[src/verilog/qdsc_regs.svh]
// Register offsets, field positions and reset values of the command interface
`ifndef QDSC_REGS_SVH
`define QDSC_REGS_SVH

`define QDSC_CTRL_OFS 12'h000
`define QDSC_STAT_OFS 12'h004
`define QDSC_INREG_OFS 12'h008
`define QDSC_DACREG_OFS 12'h00c

`define QDSC_CTRL_EN_BIT 0
`define QDSC_CTRL_RST 1'b1

`define QDSC_STAT_MODE_BIT 0
`define QDSC_STAT_SEL_BIT 1
`define QDSC_STAT_WORD_LSB 16
`define QDSC_STAT_WORD_MSB 27

`define QDSC_MODE_RST 1'b1
`define QDSC_WORD_RST 12'h000
`define QDSC_CODE_RST 8'h00

`endif

[src/verilog/qdsc_pkg.sv]
// Types shared by the quad converter command interface
`default_nettype none
package qdsc_pkg;

	typedef struct packed {
		logic [1:0] channel_select;
		logic [1:0] command_bits;
		logic [7:0] dac_code;
	} qdsc_word_t;

	typedef enum {
		QDSC_OP_NOP,
		QDSC_OP_LOAD_IN,
		QDSC_OP_LOAD_BOTH,
		QDSC_OP_ALL_DAC,
		QDSC_OP_XFER
	} qdsc_op_t;

endpackage
`default_nettype wire

[src/verilog/qdsc_serial_cmd.sv]
// Serial command front end of a quad 8-bit converter, with APB status view
`timescale 1ns/1ps
`default_nettype none
`include "qdsc_regs.svh"

module qdsc_serial_cmd
	import qdsc_pkg::*;
#(
	parameter int CH = 4,
	parameter int DW = 8,
	parameter int WW = 12,
	parameter int AW = 12
) (
	input wire logic clk, // 125 MHz system clock
	input wire logic rst_b, // Synchronous reset, low
	input wire logic sclk, // Serial clock pin
	input wire logic chip_select_n, // Chip select pin, low
	input wire logic serial_in, // Serial data pin
	output logic serial_out, // Serial data out pin
	output logic serial_out_oe, // Output enable of serial_out
	input wire logic load_strobe_n, // Load converter pin, low
	input wire logic clear_n, // Clear pin, low
	output logic [CH*DW-1:0] dac_out, // Converter codes, channel A low
	output logic phase_mode, // 1 rising, 0 falling output phase
	input wire logic psel, // APB select
	input wire logic penable, // APB enable
	input wire logic pwrite, // APB direction
	input wire logic [AW-1:0] paddr, // APB byte address
	input wire logic [31:0] pwdata, // APB write data
	output logic [31:0] prdata, // APB read data
	output logic pready, // APB ready
	output logic pslverr // APB error
);

	// ************************************************************
	// Pin synchronisers
	// ************************************************************
	logic sclk_m, sclk_s, sclk_d;
	logic cs_m, cs_s, cs_d;
	logic din_m, din_s;
	logic ld_m, ld_s;
	logic clr_m, clr_s;

	always_ff @(posedge clk) begin
		if (!rst_b) begin
			sclk_m <= 1'b0;
			sclk_s <= 1'b0;
			sclk_d <= 1'b0;
			cs_m <= 1'b1;
			cs_s <= 1'b1;
			cs_d <= 1'b1;
			din_m <= 1'b0;
			din_s <= 1'b0;
			ld_m <= 1'b1;
			ld_s <= 1'b1;
			clr_m <= 1'b1;
			clr_s <= 1'b1;
		end else begin
			sclk_m <= sclk;
			sclk_s <= sclk_m;
			sclk_d <= sclk_s;
			cs_m <= chip_select_n;
			cs_s <= cs_m;
			cs_d <= cs_s;
			din_m <= serial_in;
			din_s <= din_m;
			ld_m <= load_strobe_n;
			ld_s <= ld_m;
			clr_m <= clear_n;
			clr_s <= clr_m;
		end
	end

	logic ctrl_en;
	logic sclk_rise, sclk_fall, cs_rise, selected;
	assign selected = !cs_s && ctrl_en;
	assign sclk_rise = sclk_s && !sclk_d && selected;
	assign sclk_fall = !sclk_s && sclk_d && selected;
	assign cs_rise = cs_s && !cs_d && ctrl_en;

	// ************************************************************
	// Shift register and serial output
	// ************************************************************
	logic [WW-1:0] shift_reg;
	logic out_tap;

	// Only the newest twelve bits are kept; a longer word drops its head
	always_ff @(posedge clk) begin
		if (!rst_b) begin
			shift_reg <= `QDSC_WORD_RST;
		end else if (sclk_rise) begin
			shift_reg <= {shift_reg[WW-2:0], din_s};
		end
	end

	// Tap holds the bit leaving at the last rise, for the falling phase
	always_ff @(posedge clk) begin
		if (!rst_b) begin
			out_tap <= 1'b0;
		end else if (sclk_rise) begin
			out_tap <= shift_reg[WW-1];
		end
	end

	always_ff @(posedge clk) begin
		if (!rst_b) begin
			serial_out <= 1'b0;
		end else if (phase_mode && sclk_rise) begin
			serial_out <= shift_reg[WW-1];
		end else if (!phase_mode && sclk_fall) begin
			serial_out <= out_tap;
		end
	end

	assign serial_out_oe = 1'b1;

	// ************************************************************
	// Command decode
	// ************************************************************
	qdsc_word_t word;
	qdsc_op_t op;
	logic exec;
	assign word = qdsc_word_t'(shift_reg);
	assign exec = cs_rise && clr_s;

	always_comb begin
		case (word.command_bits)
			2'b01: op = QDSC_OP_LOAD_IN;
			2'b11: op = QDSC_OP_LOAD_BOTH;
			2'b00: op = word.channel_select[0] ? QDSC_OP_NOP
				: QDSC_OP_ALL_DAC;
			2'b10: op = QDSC_OP_XFER;
			default: op = QDSC_OP_NOP;
		endcase
	end

	always_ff @(posedge clk) begin
		if (!rst_b) begin
			phase_mode <= `QDSC_MODE_RST;
		end else if (exec && op == QDSC_OP_XFER && word.channel_select[1]) begin
			phase_mode <= word.channel_select[0];
		end
	end

	logic [WW-1:0] last_word;
	always_ff @(posedge clk) begin
		if (!rst_b) begin
			last_word <= `QDSC_WORD_RST;
		end else if (exec) begin
			last_word <= shift_reg;
		end
	end

	// ************************************************************
	// Input and converter registers
	// ************************************************************
	// Pins are sampled, so clear and load act within three clocks
	logic [DW-1:0] in_reg [CH];
	logic [DW-1:0] dac_reg [CH];
	logic [DW-1:0] next_in [CH];
	logic [CH*DW-1:0] in_flat;

	genvar gi;
	generate
		for (gi = 0; gi < CH; gi++) begin : g_ch
			logic hit;
			assign hit = word.channel_select == 2'(gi);

			always_comb begin
				next_in[gi] = in_reg[gi];
				if (exec && hit && (op == QDSC_OP_LOAD_IN
					|| op == QDSC_OP_LOAD_BOTH)) begin
					next_in[gi] = word.dac_code;
				end
			end

			always_ff @(posedge clk) begin
				if (!rst_b || !clr_s) begin
					in_reg[gi] <= `QDSC_CODE_RST;
				end else begin
					in_reg[gi] <= next_in[gi];
				end
			end

			// Broadcast load wins over transparency for its own cycle
			always_ff @(posedge clk) begin
				if (!rst_b || !clr_s) begin
					dac_reg[gi] <= `QDSC_CODE_RST;
				end else if (exec && op == QDSC_OP_ALL_DAC) begin
					dac_reg[gi] <= word.dac_code;
				end else if (!ld_s) begin
					dac_reg[gi] <= next_in[gi];
				end else if (exec && hit && op == QDSC_OP_LOAD_BOTH) begin
					dac_reg[gi] <= word.dac_code;
				end else if (exec && op == QDSC_OP_XFER) begin
					dac_reg[gi] <= in_reg[gi];
				end
			end

			assign dac_out[gi*DW +: DW] = dac_reg[gi];
			assign in_flat[gi*DW +: DW] = in_reg[gi];
		end
	endgenerate

	// ************************************************************
	// APB slave
	// ************************************************************
	logic setup_rd, access_wr, mapped;
	assign setup_rd = psel && !penable;
	assign access_wr = psel && penable && pwrite;
	assign pready = psel && penable;
	assign mapped = paddr == `QDSC_CTRL_OFS || paddr == `QDSC_STAT_OFS
		|| paddr == `QDSC_INREG_OFS || paddr == `QDSC_DACREG_OFS;

	always_ff @(posedge clk) begin
		if (!rst_b) begin
			ctrl_en <= `QDSC_CTRL_RST;
		end else if (access_wr && paddr == `QDSC_CTRL_OFS) begin
			ctrl_en <= pwdata[`QDSC_CTRL_EN_BIT];
		end
	end

	// Read data is taken in setup so the access phase needs no wait
	always_ff @(posedge clk) begin
		if (!rst_b) begin
			prdata <= 32'h0000_0000;
			pslverr <= 1'b0;
		end else if (setup_rd) begin
			pslverr <= !mapped;
			prdata <= 32'h0000_0000;
			if (!pwrite) begin
				case (paddr)
					`QDSC_CTRL_OFS: prdata[`QDSC_CTRL_EN_BIT] <= ctrl_en;
					`QDSC_STAT_OFS: begin
						prdata[`QDSC_STAT_MODE_BIT] <= phase_mode;
						prdata[`QDSC_STAT_SEL_BIT] <= !cs_s;
						prdata[`QDSC_STAT_WORD_MSB:`QDSC_STAT_WORD_LSB]
							<= last_word;
					end
					`QDSC_INREG_OFS: prdata <= 32'(in_flat);
					`QDSC_DACREG_OFS: prdata <= 32'(dac_out);
					default: prdata <= 32'h0000_0000;
				endcase
			end
		end
	end
endmodule // qdsc_serial_cmd
`default_nettype wire
[config.mk]
export PLATFORM = sky130hd
export DESIGN_NAME = qdsc_serial_cmd
export DESIGN_NICKNAME = d
export VERILOG_FILES = /design/src/verilog/qdsc_pkg.sv /design/src/verilog/qdsc_serial_cmd.sv
export VERILOG_INCLUDE_DIRS = /design/src /design/src/verilog
export SDC_FILE = /design/constraint.sdc
export NUM_CORES = 1
export LEC_CHECK = 0
export BUFFER_PORTS_ARGS = -buffer_cell sky130_fd_sc_hd__buf_2
export CELL_PAD_IN_SITES_DETAIL_PLACEMENT = 1
export CELL_PAD_IN_SITES_GLOBAL_PLACEMENT = 1
export CORE_ASPECT_RATIO = 0.7
export CORE_MARGIN = 2
export CORE_UTILIZATION = 45
export CTS_CLUSTER_SIZE = 12
export DETAILED_ROUTE_END_ITERATION = 8
export PLACE_DENSITY = 0.9
export SLEW_MARGIN = 20
export SYNTH_ARGS = -nofsm -noshare
export SYNTH_HDL_FRONTEND = slang
export SYNTH_SLANG_ARGS = --single-unit
[constraint.sdc]
create_clock -name clk -period 5.05 [get_ports clk]
set_input_delay 0.7575 -clock clk [delete_from_list [all_inputs] [get_ports clk]]
set_output_delay 0.7575 -clock clk [all_outputs]
set_load 0.01 [all_outputs]
; ---- After elaboration in Yosys (flattened, before gate mapping)
; Memories as Yosys holds them, arrays and structs flattened.
; Cells that the tools add are included.
[totals]
regBits = 73
ram_bits = 64
output_inout_bits = 69
word_cells = 187
mem_count = 2
[mem_list]
columns = memory, words, width, read_ports, rd_clocked_by_memory_dff, wr, line_no
row1 = dac_reg, 4, 8, 4, 0, 4, qdsc_serial_cmd.sv:159  ; logic [DW-1:0] dac_reg [CH];
row2 = in_reg, 4, 8, 4, 0, 4, qdsc_serial_cmd.sv:158  ; logic [DW-1:0] in_reg [CH];
[classes]
n_eq_ne = 13
mux = 85
bitwise_logic = 20
reduce_logical = 47
[op_table]
columns = cell, n
row1 = $mux 8, 24
row2 = $pmux 32 s4, 1
row3 = $eq 32x3->1 const B, 2
row4 = $mux 1, 53
row5 = $pmux 12 s3, 1
row6 = $eq 32x2->1 const B, 1
row7 = $eq 32x4->1 const B, 1
row8 = $mux 32, 1
row9 = $logic_and 1x1->1, 29
row10 = $pmux 14 s2, 1
row11 = $eq 12x4->1 const B, 2
row12 = $or 1x1->1, 20
row13 = $eq 12x3->1 const B, 1
row14 = $logic_not 12->1, 1
row15 = $logic_not 1->1, 9
row16 = $eq 2x2->1 const B, 4
row17 = $pmux 4 s2, 1
row18 = $logic_or 1x1->1, 5
row19 = $eq 2x1->1 const B, 2
row20 = $logic_not 2->1, 2
row21 = $pmux 1 s4, 1
row22 = $pmux 1 s3, 1
row23 = $mux 2, 1
row24 = $reduce_bool 2->1, 1

; ---- Longest topological paths before layout
; Gate-level depths: netlist of run 1.
[logic_depth]
depth_word = 13
depth_mapped = 6
ltp_nobuf = 4

; ---- Worst setup path after synthesis of run 1
; Ideal clock, no wire load.
[synth_timing]
kind = input to register
startpoint = in paddr[1]
endpoint = reg ctrl_en
setup_ps = 122
t_arrival_ps = 2126
required_time_ps = 4928
setup_slack_ps = 2802
path_stages = 4
n_path_buf = 0
path_cell_list = or4_4 -> nor4_4 -> a21boi_0 -> a311o_1
[synth_between]
elab_chain_cells = 2
[synth_rtl]
columns = element, line_no
row1 = from (decl), qdsc_serial_cmd.sv:28  ; input wire logic [AW-1:0] paddr,
row2 = $logic_not 12->1, -
row3 = $logic_and 1x1->1 (no line), -
row4 = to (signal assigned), qdsc_serial_cmd.sv:217  ; ctrl_en <= `QDSC_CTRL_RST;
row5 = to (signal assigned), qdsc_serial_cmd.sv:219  ; ctrl_en <= pwdata[`QDSC_CTRL_EN_BIT];
row6 = to (decl), qdsc_serial_cmd.sv:74  ; logic ctrl_en;
; Every way passes these cells.
; A chain may end at the register's enable or synchronous reset.

==> results of run 1 <==
area by class of cell:
cell class / count / area (um^2) / area share
repair buffers: 96 / 493 / 0.0715
clock buffers: 19 / 454 / 0.0659
well taps: 162 / 203 / 0.0294
clock inverters: 13 / 168 / 0.0243
flip-flops and latches: 137 / 3060 / 0.444
inverters: 2 / 7.51 / 0.00109
multi-input cells: 385 / 2510 / 0.364
final timing paths:
| check | startpoint | end | slack (ns) | cells after the start |
|---|---|---|---|---|
| setup / recovery | cs_s | dac_reg[3][6] | 1.82 | 5 |
| hold / removal | cs_m | cs_s | 0.41 | 1 |
| setup reg to reg | cs_s | dac_reg[3][6] | 1.82 | 5 |
| hold reg to reg | cs_m | cs_s | 0.41 | 1 |
layer usage:
metal	share of wire	global-route usage
met5	0	0
met4	0.035	0.130
met3	0.069	0.0656
met2	0.50	0.471
met1	0.40	0.323
through the flow:
step | area, um^2 | utilization
after floorplan | 5750 | -
after global placement | 6260 | 0.502
after detailed placement | 6260 | 0.502
after CTS | 6880 | 0.552
after global routing | 6890 | 0.553
final | 6890 | 0.553
critical path, delay by kind of cell, from the launching register on:
family                 cells  cell delay, ns
flip-flops                 1            0.44
buffers and inverters      1            0.29
AND/OR/NAND/NOR            2            1.49
AO/OA/AOI/OAI              2            0.87
logic make-up after synthesis:
logic type      Yosys count  share of synthesized area
simple gates            183                      0.150
compound gates          138                      0.167
flops                   137                      0.532
mux                      63                      0.114
buf+inv                  48                     0.0354
other cells               1                   0.000652
layout by cell type (no fill, tap or decap), types with 3 or more instances in the layout:
master,instances
o211ai_1,4
dfxtp_1,105
bufinv_16,3
nand3_1,16
mux2i_1,50
a22oi_1,13
o21ai_0,33
a31oi_1,3
nand2_1,89
edfxtp_1,32
clkbuf_16,18
a32o_1,25
nor2_1,38
o21ai_1,9
nor3_1,3
a21oi_1,27
clkinv_4,4
mux2_2,12
a221oi_1,9
nand2b_1,10
buf_4,5
and2_1,7
nor2b_1,4
buf_2,90
power by group through the flow:
stage / combinational (uW) / sequential (uW) / clock [uW]
finish: 117 / 1160 / 1310
floorplan: 61.2 / 1180 / 0
global placement: 109 / 1180 / 0
CTS: 116 / 1160 / 1320
global route: 126 / 1160 / 1360
detailed placement: 114 / 1180 / 0
==> results.tsv, run 1 <==
stage	metric	value	unit
final_layout	final_cells	814	
global_routing	grt_max_degree	34	
critical_path	critPathMaxStageDelay	0.88	ns
floorplanning	io_pins	123	
clocking	postCtsSetupBuffers	0	
synthesis	synth.top_cell.area_share	0.365	
job	max_cap_viol_count	0	
synthesis	yosys-top-cells-area	dfxtp_1 37%, edfxtp_1 17%, mux2i_1 8.7%, nand2_1 5.8%, a32o_1 4.3%	
critical_path	cp_cell_sequence	and4b_1, nand2_1, a221oi_1, clkbuf_2, a32o_1	
synthesis	synth_top_area_cell	dfxtp_1	
clocking	hold_buffers	0	
critical_path	crit_required	5.33	ns
critical_path	critPathArrivalTime	3.51	ns
routing	first_pass_iters	4	
min_path	hold_path.class	flip-flop to flip-flop	
floorplanning	initial_core_util	0.462	
placed_design	dpl.hpwl	11.4	mm
floorplanning	rows	34	
floorplanning	die-area	13700	um^2
synthesis	syn_area_per_cell	10.1	um^2
sta	fin_setup_tns	0	ns
clocking	cts_buffers	17	
pwr	comb_power_share	0.045	
synthesis	yosysMostFrequentCell	dfxtp_1	
synthesis	ys_async_sr_fraction	0	
critical_path	critical_path_class	flip-flop to flip-flop	
clocking	cts_tree	yes	
routing	drcViolationCount	0	
sta	rsz0062_at_grt	no	
sta	hold_violations	0	
placed_design	placed_cells	781	
sta	post-route-period-util	0.640	
global_routing	gr-usage-all-layers	0.272	
floorplanning	core_area	12500	um^2
final_layout	insertedDiodeCount	0	
global_routing	antenna_found_initial	0	
synthesis	ys.flop_type	dfxtp_1	
floorplanning	die_x	139	um
pwr	leakage	0.00267	uW
pwr	ir_drop	329	uV
clocking	cts.sinks	137	
critical_path	worst_path_max_delay_cell	and4b_1	
pwr	seqPwrFrac	0.447	
final_layout	drive_above_1_share	0.238	
synthesis	syn_inst	570	
synthesis	netlist_area	5750	um^2
pwr	p_int	1990	uW
global_routing	grt_pass1_wl	29.0	mm
pwr	clockPowerShare	0.507	
routing	drt_iter0_markers	376	
sta	drv_slew	0	
sta	whs	0.414	ns
clocking	clockBufferDepth	2	
synthesis	synth_edf_count	32	
clocking	clk_pin_slew	0.06	ns
global_routing	globalRouteOverflowTotal	0	
final_layout	fin_nets	693	
placed_design	place_ws	1.77	ns
final_layout	fillers	1367	
clocking	worstSkewPairLatency	0.42	ns
pwr	design_power_total	2590	uW
sta	setup_slack	1.82	ns
pwr	swShare	0.231	
sta	slew_headroom	0.214	
floorplanning	die_y	98.6	um
placed_design	place_congestion	0.834	
sta	tightest_slew	1.18	ns
synthesis	synth_nets	624	
routing	vias	4979	
sta	period_minus_slack	3.23	ns
synthesis	ys_seq_area_frac	0.532	
clocking	clockRootBuffer	clkbuf_16	
run_status	outcome	finished, final reports clean	
routing	ant_nets	0	
clocking	htree_num_levels	4	
routing	via_per_inst	6.12	
clocking	cts_resized	0	
critical_path	start_kind	flip-flop	
routing	wl_per_cell	22.8	um
pwr	p_sw	596	uW
synthesis	ys_ff_latch	137	
pwr	cellPowerDensity	375	nW/um^2
final_layout	syn_to_final_growth	19.8	%
critical_path	endpoint_kind	flip-flop	
sta	skew	0.00858	ns
synthesis	ys_top_cells_by_count	105 x dfxtp_1, 89 x nand2_1, 50 x mux2i_1	
synthesis	yosysWarnings	0	
routing	wl	18.5	mm
sta	finalSetupViolCount	0	
placed_design	portBuffers	90	
global_routing	grt_pass1_vias	5314	
synthesis	ys_types	51	
sta	fmax	310	MHz
critical_path	cp_max_fo	22	
Note: power is estimated with default switching activity, not from simulation.
==> run 2, diff against run 1 <==
--- a/config.mk
+++ b/config.mk
@@ -11,10 +11,10 @@
 export CELL_PAD_IN_SITES_GLOBAL_PLACEMENT = 1
 export CORE_ASPECT_RATIO = 0.7
 export CORE_MARGIN = 2
-export CORE_UTILIZATION = 45
+export CORE_UTILIZATION = 42
 export CTS_CLUSTER_SIZE = 12
 export DETAILED_ROUTE_END_ITERATION = 8
-export PLACE_DENSITY = 0.9
+export PLACE_DENSITY = 0.85
 export SLEW_MARGIN = 20
 export SYNTH_ARGS = -nofsm -noshare
 export SYNTH_HDL_FRONTEND = slang
==> constraint.sdc (replaced) <==
create_clock -name clk -period 3.2 [get_ports clk]
set_input_delay 0.48 -clock clk [delete_from_list [all_inputs] [get_ports clk]]
set_output_delay 0.48 -clock clk [all_outputs]
set_load 0.01 [all_outputs]
==> run 2 against run 1 <==
Worst setup slack lost 1.3 ns. Combinational power grew 63%. Total power is 56% higher. Final cell count rose by 3.7%. Sequential share of layout area shrank 0.39 points. Non-clock buffer count grew 7. Clock power rose by 53%. Final area up 0.89%. Critical endpoint is now dac_reg[2][4]. Worst hold slack worse by 0.17 ns.
==> results.tsv, run 2 (synthesized netlist as in run 1, its figures left out) <==
stage	metric	value	unit	change
sta	whs	0.242	ns	-0.172 ns
clocking	cts.sinks	137		unchanged
global_routing	globalRouteOverflowTotal	0		unchanged
critical_path	reg2regPathDepth	4		-1
floorplanning	core_area	13300	um^2	+6.5%
clocking	cts_buffers	17		unchanged
min_path	hold_path_end	clr_m		
min_path	holdPathStages	2		+1
global_routing	grt_pass1_wl	28.3	mm	-2.4%
critical_path	endpoint_kind	flip-flop		
clocking	clockRootBuffer	clkbuf_16		
clocking	hold_buffers	0		unchanged
sta	skew	0.0111	ns	+0.00248 ns
clocking	htree_num_levels	4		unchanged
critical_path	critical_path_class	flip-flop to flip-flop		
sta	finalSetupViolCount	0		unchanged
pwr	design_power_total	4030	uW	+56%
pwr	cellPowerDensity	579	nW/um^2	+54%
sta	tightest_slew	0.880	ns	-0.298 ns
final_layout	fin_util	0.524		-0.0289
pwr	ir_drop	353	uV	+7.1%
final_layout	drive_above_1_share	0.241		+0.00354
clocking	cts_resized	0		unchanged
global_routing	gr-usage-all-layers	0.257		-0.0149
min_path	min_from	clear_n		
final_layout	fin_nets	700		+1.0%
routing	drcViolationCount	0		unchanged
routing	drt_iter0_markers	366		-2.7%
critical_path	crit_required	3.21	ns	-2.12 ns
floorplanning	initial_core_util	0.434		-0.0280
critical_path	start_kind	flip-flop		
routing	wl	18.3	mm	-1.3%
floorplanning	die_x	144	um	+3.4%
job	max_cap_viol_count	0		unchanged
final_layout	stdcell_area	6960	um^2	+0.89%
sta	fin_setup_tns	0	ns	unchanged
clocking	clk_pin_slew	0.06	ns	about the same
floorplanning	die-area	14700	um^2	+6.9%
final_layout	mostFrequentLayoutCells	105 x dfxtp_1, 90 x buf_2, 89 x nand2_1		
routing	wl_per_cell	21.7	um	-4.8%
critical_path	cp_max_fo	14		-36%
sta	hold_violations	0		unchanged
clocking	clockBufferDepth	2		unchanged
floorplanning	rows	35		+2.9%
critical_path	rrSetupSlack	0.51	ns	-1.31 ns
placed_design	dpl.hpwl	11.9	mm	+4.1%
final_layout	fillers	1506		+10%
min_path	hold_path.class	input pin to flip-flop		
sta	drv_slew	0		unchanged
pwr	leakage	0.00271	uW	+1.5%
critical_path	reg2reg_to	dac_reg[2][4]		
sta	post-route-period-util	0.840		+0.200
global_routing	antenna_found_initial	0		unchanged
clocking	cts_tree	yes		
run_status	outcome	finished, final reports clean		
placed_design	place_congestion	0.840		+0.73%
placed_design	dpl_cell_area	6350	um^2	+1.4%
sta	rsz0062_at_grt	no		
routing	ant_nets	0		unchanged
sta	fmax	372	MHz	+20%
critical_path	critPathArrivalTime	2.70	ns	-0.81 ns
routing	via_per_inst	5.91		-3.4%
final_layout	insertedDiodeCount	0		unchanged
routing	first_pass_iters	6		+2
clocking	postCtsSetupBuffers	0		unchanged
final_layout	final_common_cell	dfxtp_1		
sta	slew_headroom	0.411		+0.197
sta	period_minus_slack	2.69	ns	-0.544 ns
placed_design	portBuffers	90		unchanged
floorplanning	die_y	102	um	+3.4%
global_routing	grt_pass1_vias	5184		-2.4%
final_layout	syn_to_final_growth	20.9	%	
routing	vias	4989		+0.20%
clocking	worstSkewPairLatency	0.42	ns	about the same
global_routing	grt_max_degree	33		-2.9%
floorplanning	io_pins	123		unchanged
critical_path	reg2reg_from	shift_reg[10]		
-- run 2: metrics by stage --
step,cells,setup WS (ns)
after floorplan,570,1.02
after global placement,812,0.766
after detailed placement,812,0.662
after CTS,844,0.581
after global routing,844,0.340
final,844,0.513
-- run 2: report_power, final --
group	switching, uW	leakage, uW	internal, uW	total, uW
Sequential	22.2	0.00119	1800	1820
Combinational	127	0.00121	64.8	191
Clock	744	0.000306	1270	2010
-- run 2: final cells by class --
| class | instances | area [um^2] | share of cell area |
|---|---|---|---|
| Sequential cell | 137 | 3060 | 0.440 |
| Multi-Input combinational cell | 385 | 2500 | 0.359 |
| Clock buffer | 26 | 553 | 0.0795 |
| Timing Repair Buffer | 103 | 548 | 0.0788 |
| Tap cell | 185 | 231 | 0.0333 |
| Clock inverter | 6 | 56.3 | 0.00809 |
| Inverter | 2 | 7.51 | 0.00108 |
-- run 2: layer usage --
metal	share of wire	wire [um]	vias to the layer above	GRT usage
met5	0	0	-	0
met4	0.024	439	0	0.116
met3	0.059	1070	35	0.0422
met2	0.51	9300	217	0.459
met1	0.41	7490	2513	0.309
li1	-	-	2224	-
-- run 2: how the worst max path moves through the flow --
stage	to	cells past startpoint	start	slack, ns
floorplan	dac_reg[3][0]	5	cs_s	1.02
global placement	dac_reg[3][4]	5	shift_reg[10]	0.77
detailed placement	dac_reg[3][1]	5	shift_reg[10]	0.66
CTS	dac_reg[2][4]	4	shift_reg[10]	0.58
global route	dac_reg[2][4]	4	shift_reg[10]	0.34
finish	dac_reg[2][4]	4	shift_reg[10]	0.51
-- run 2: critical path, stage by stage, from the launching register on --
cell	delay, ns
dfxtp_1	0.72
nand2b_1	0.19
a21boi_0	0.12
o21ai_1	0.73
nand3_1	0.51
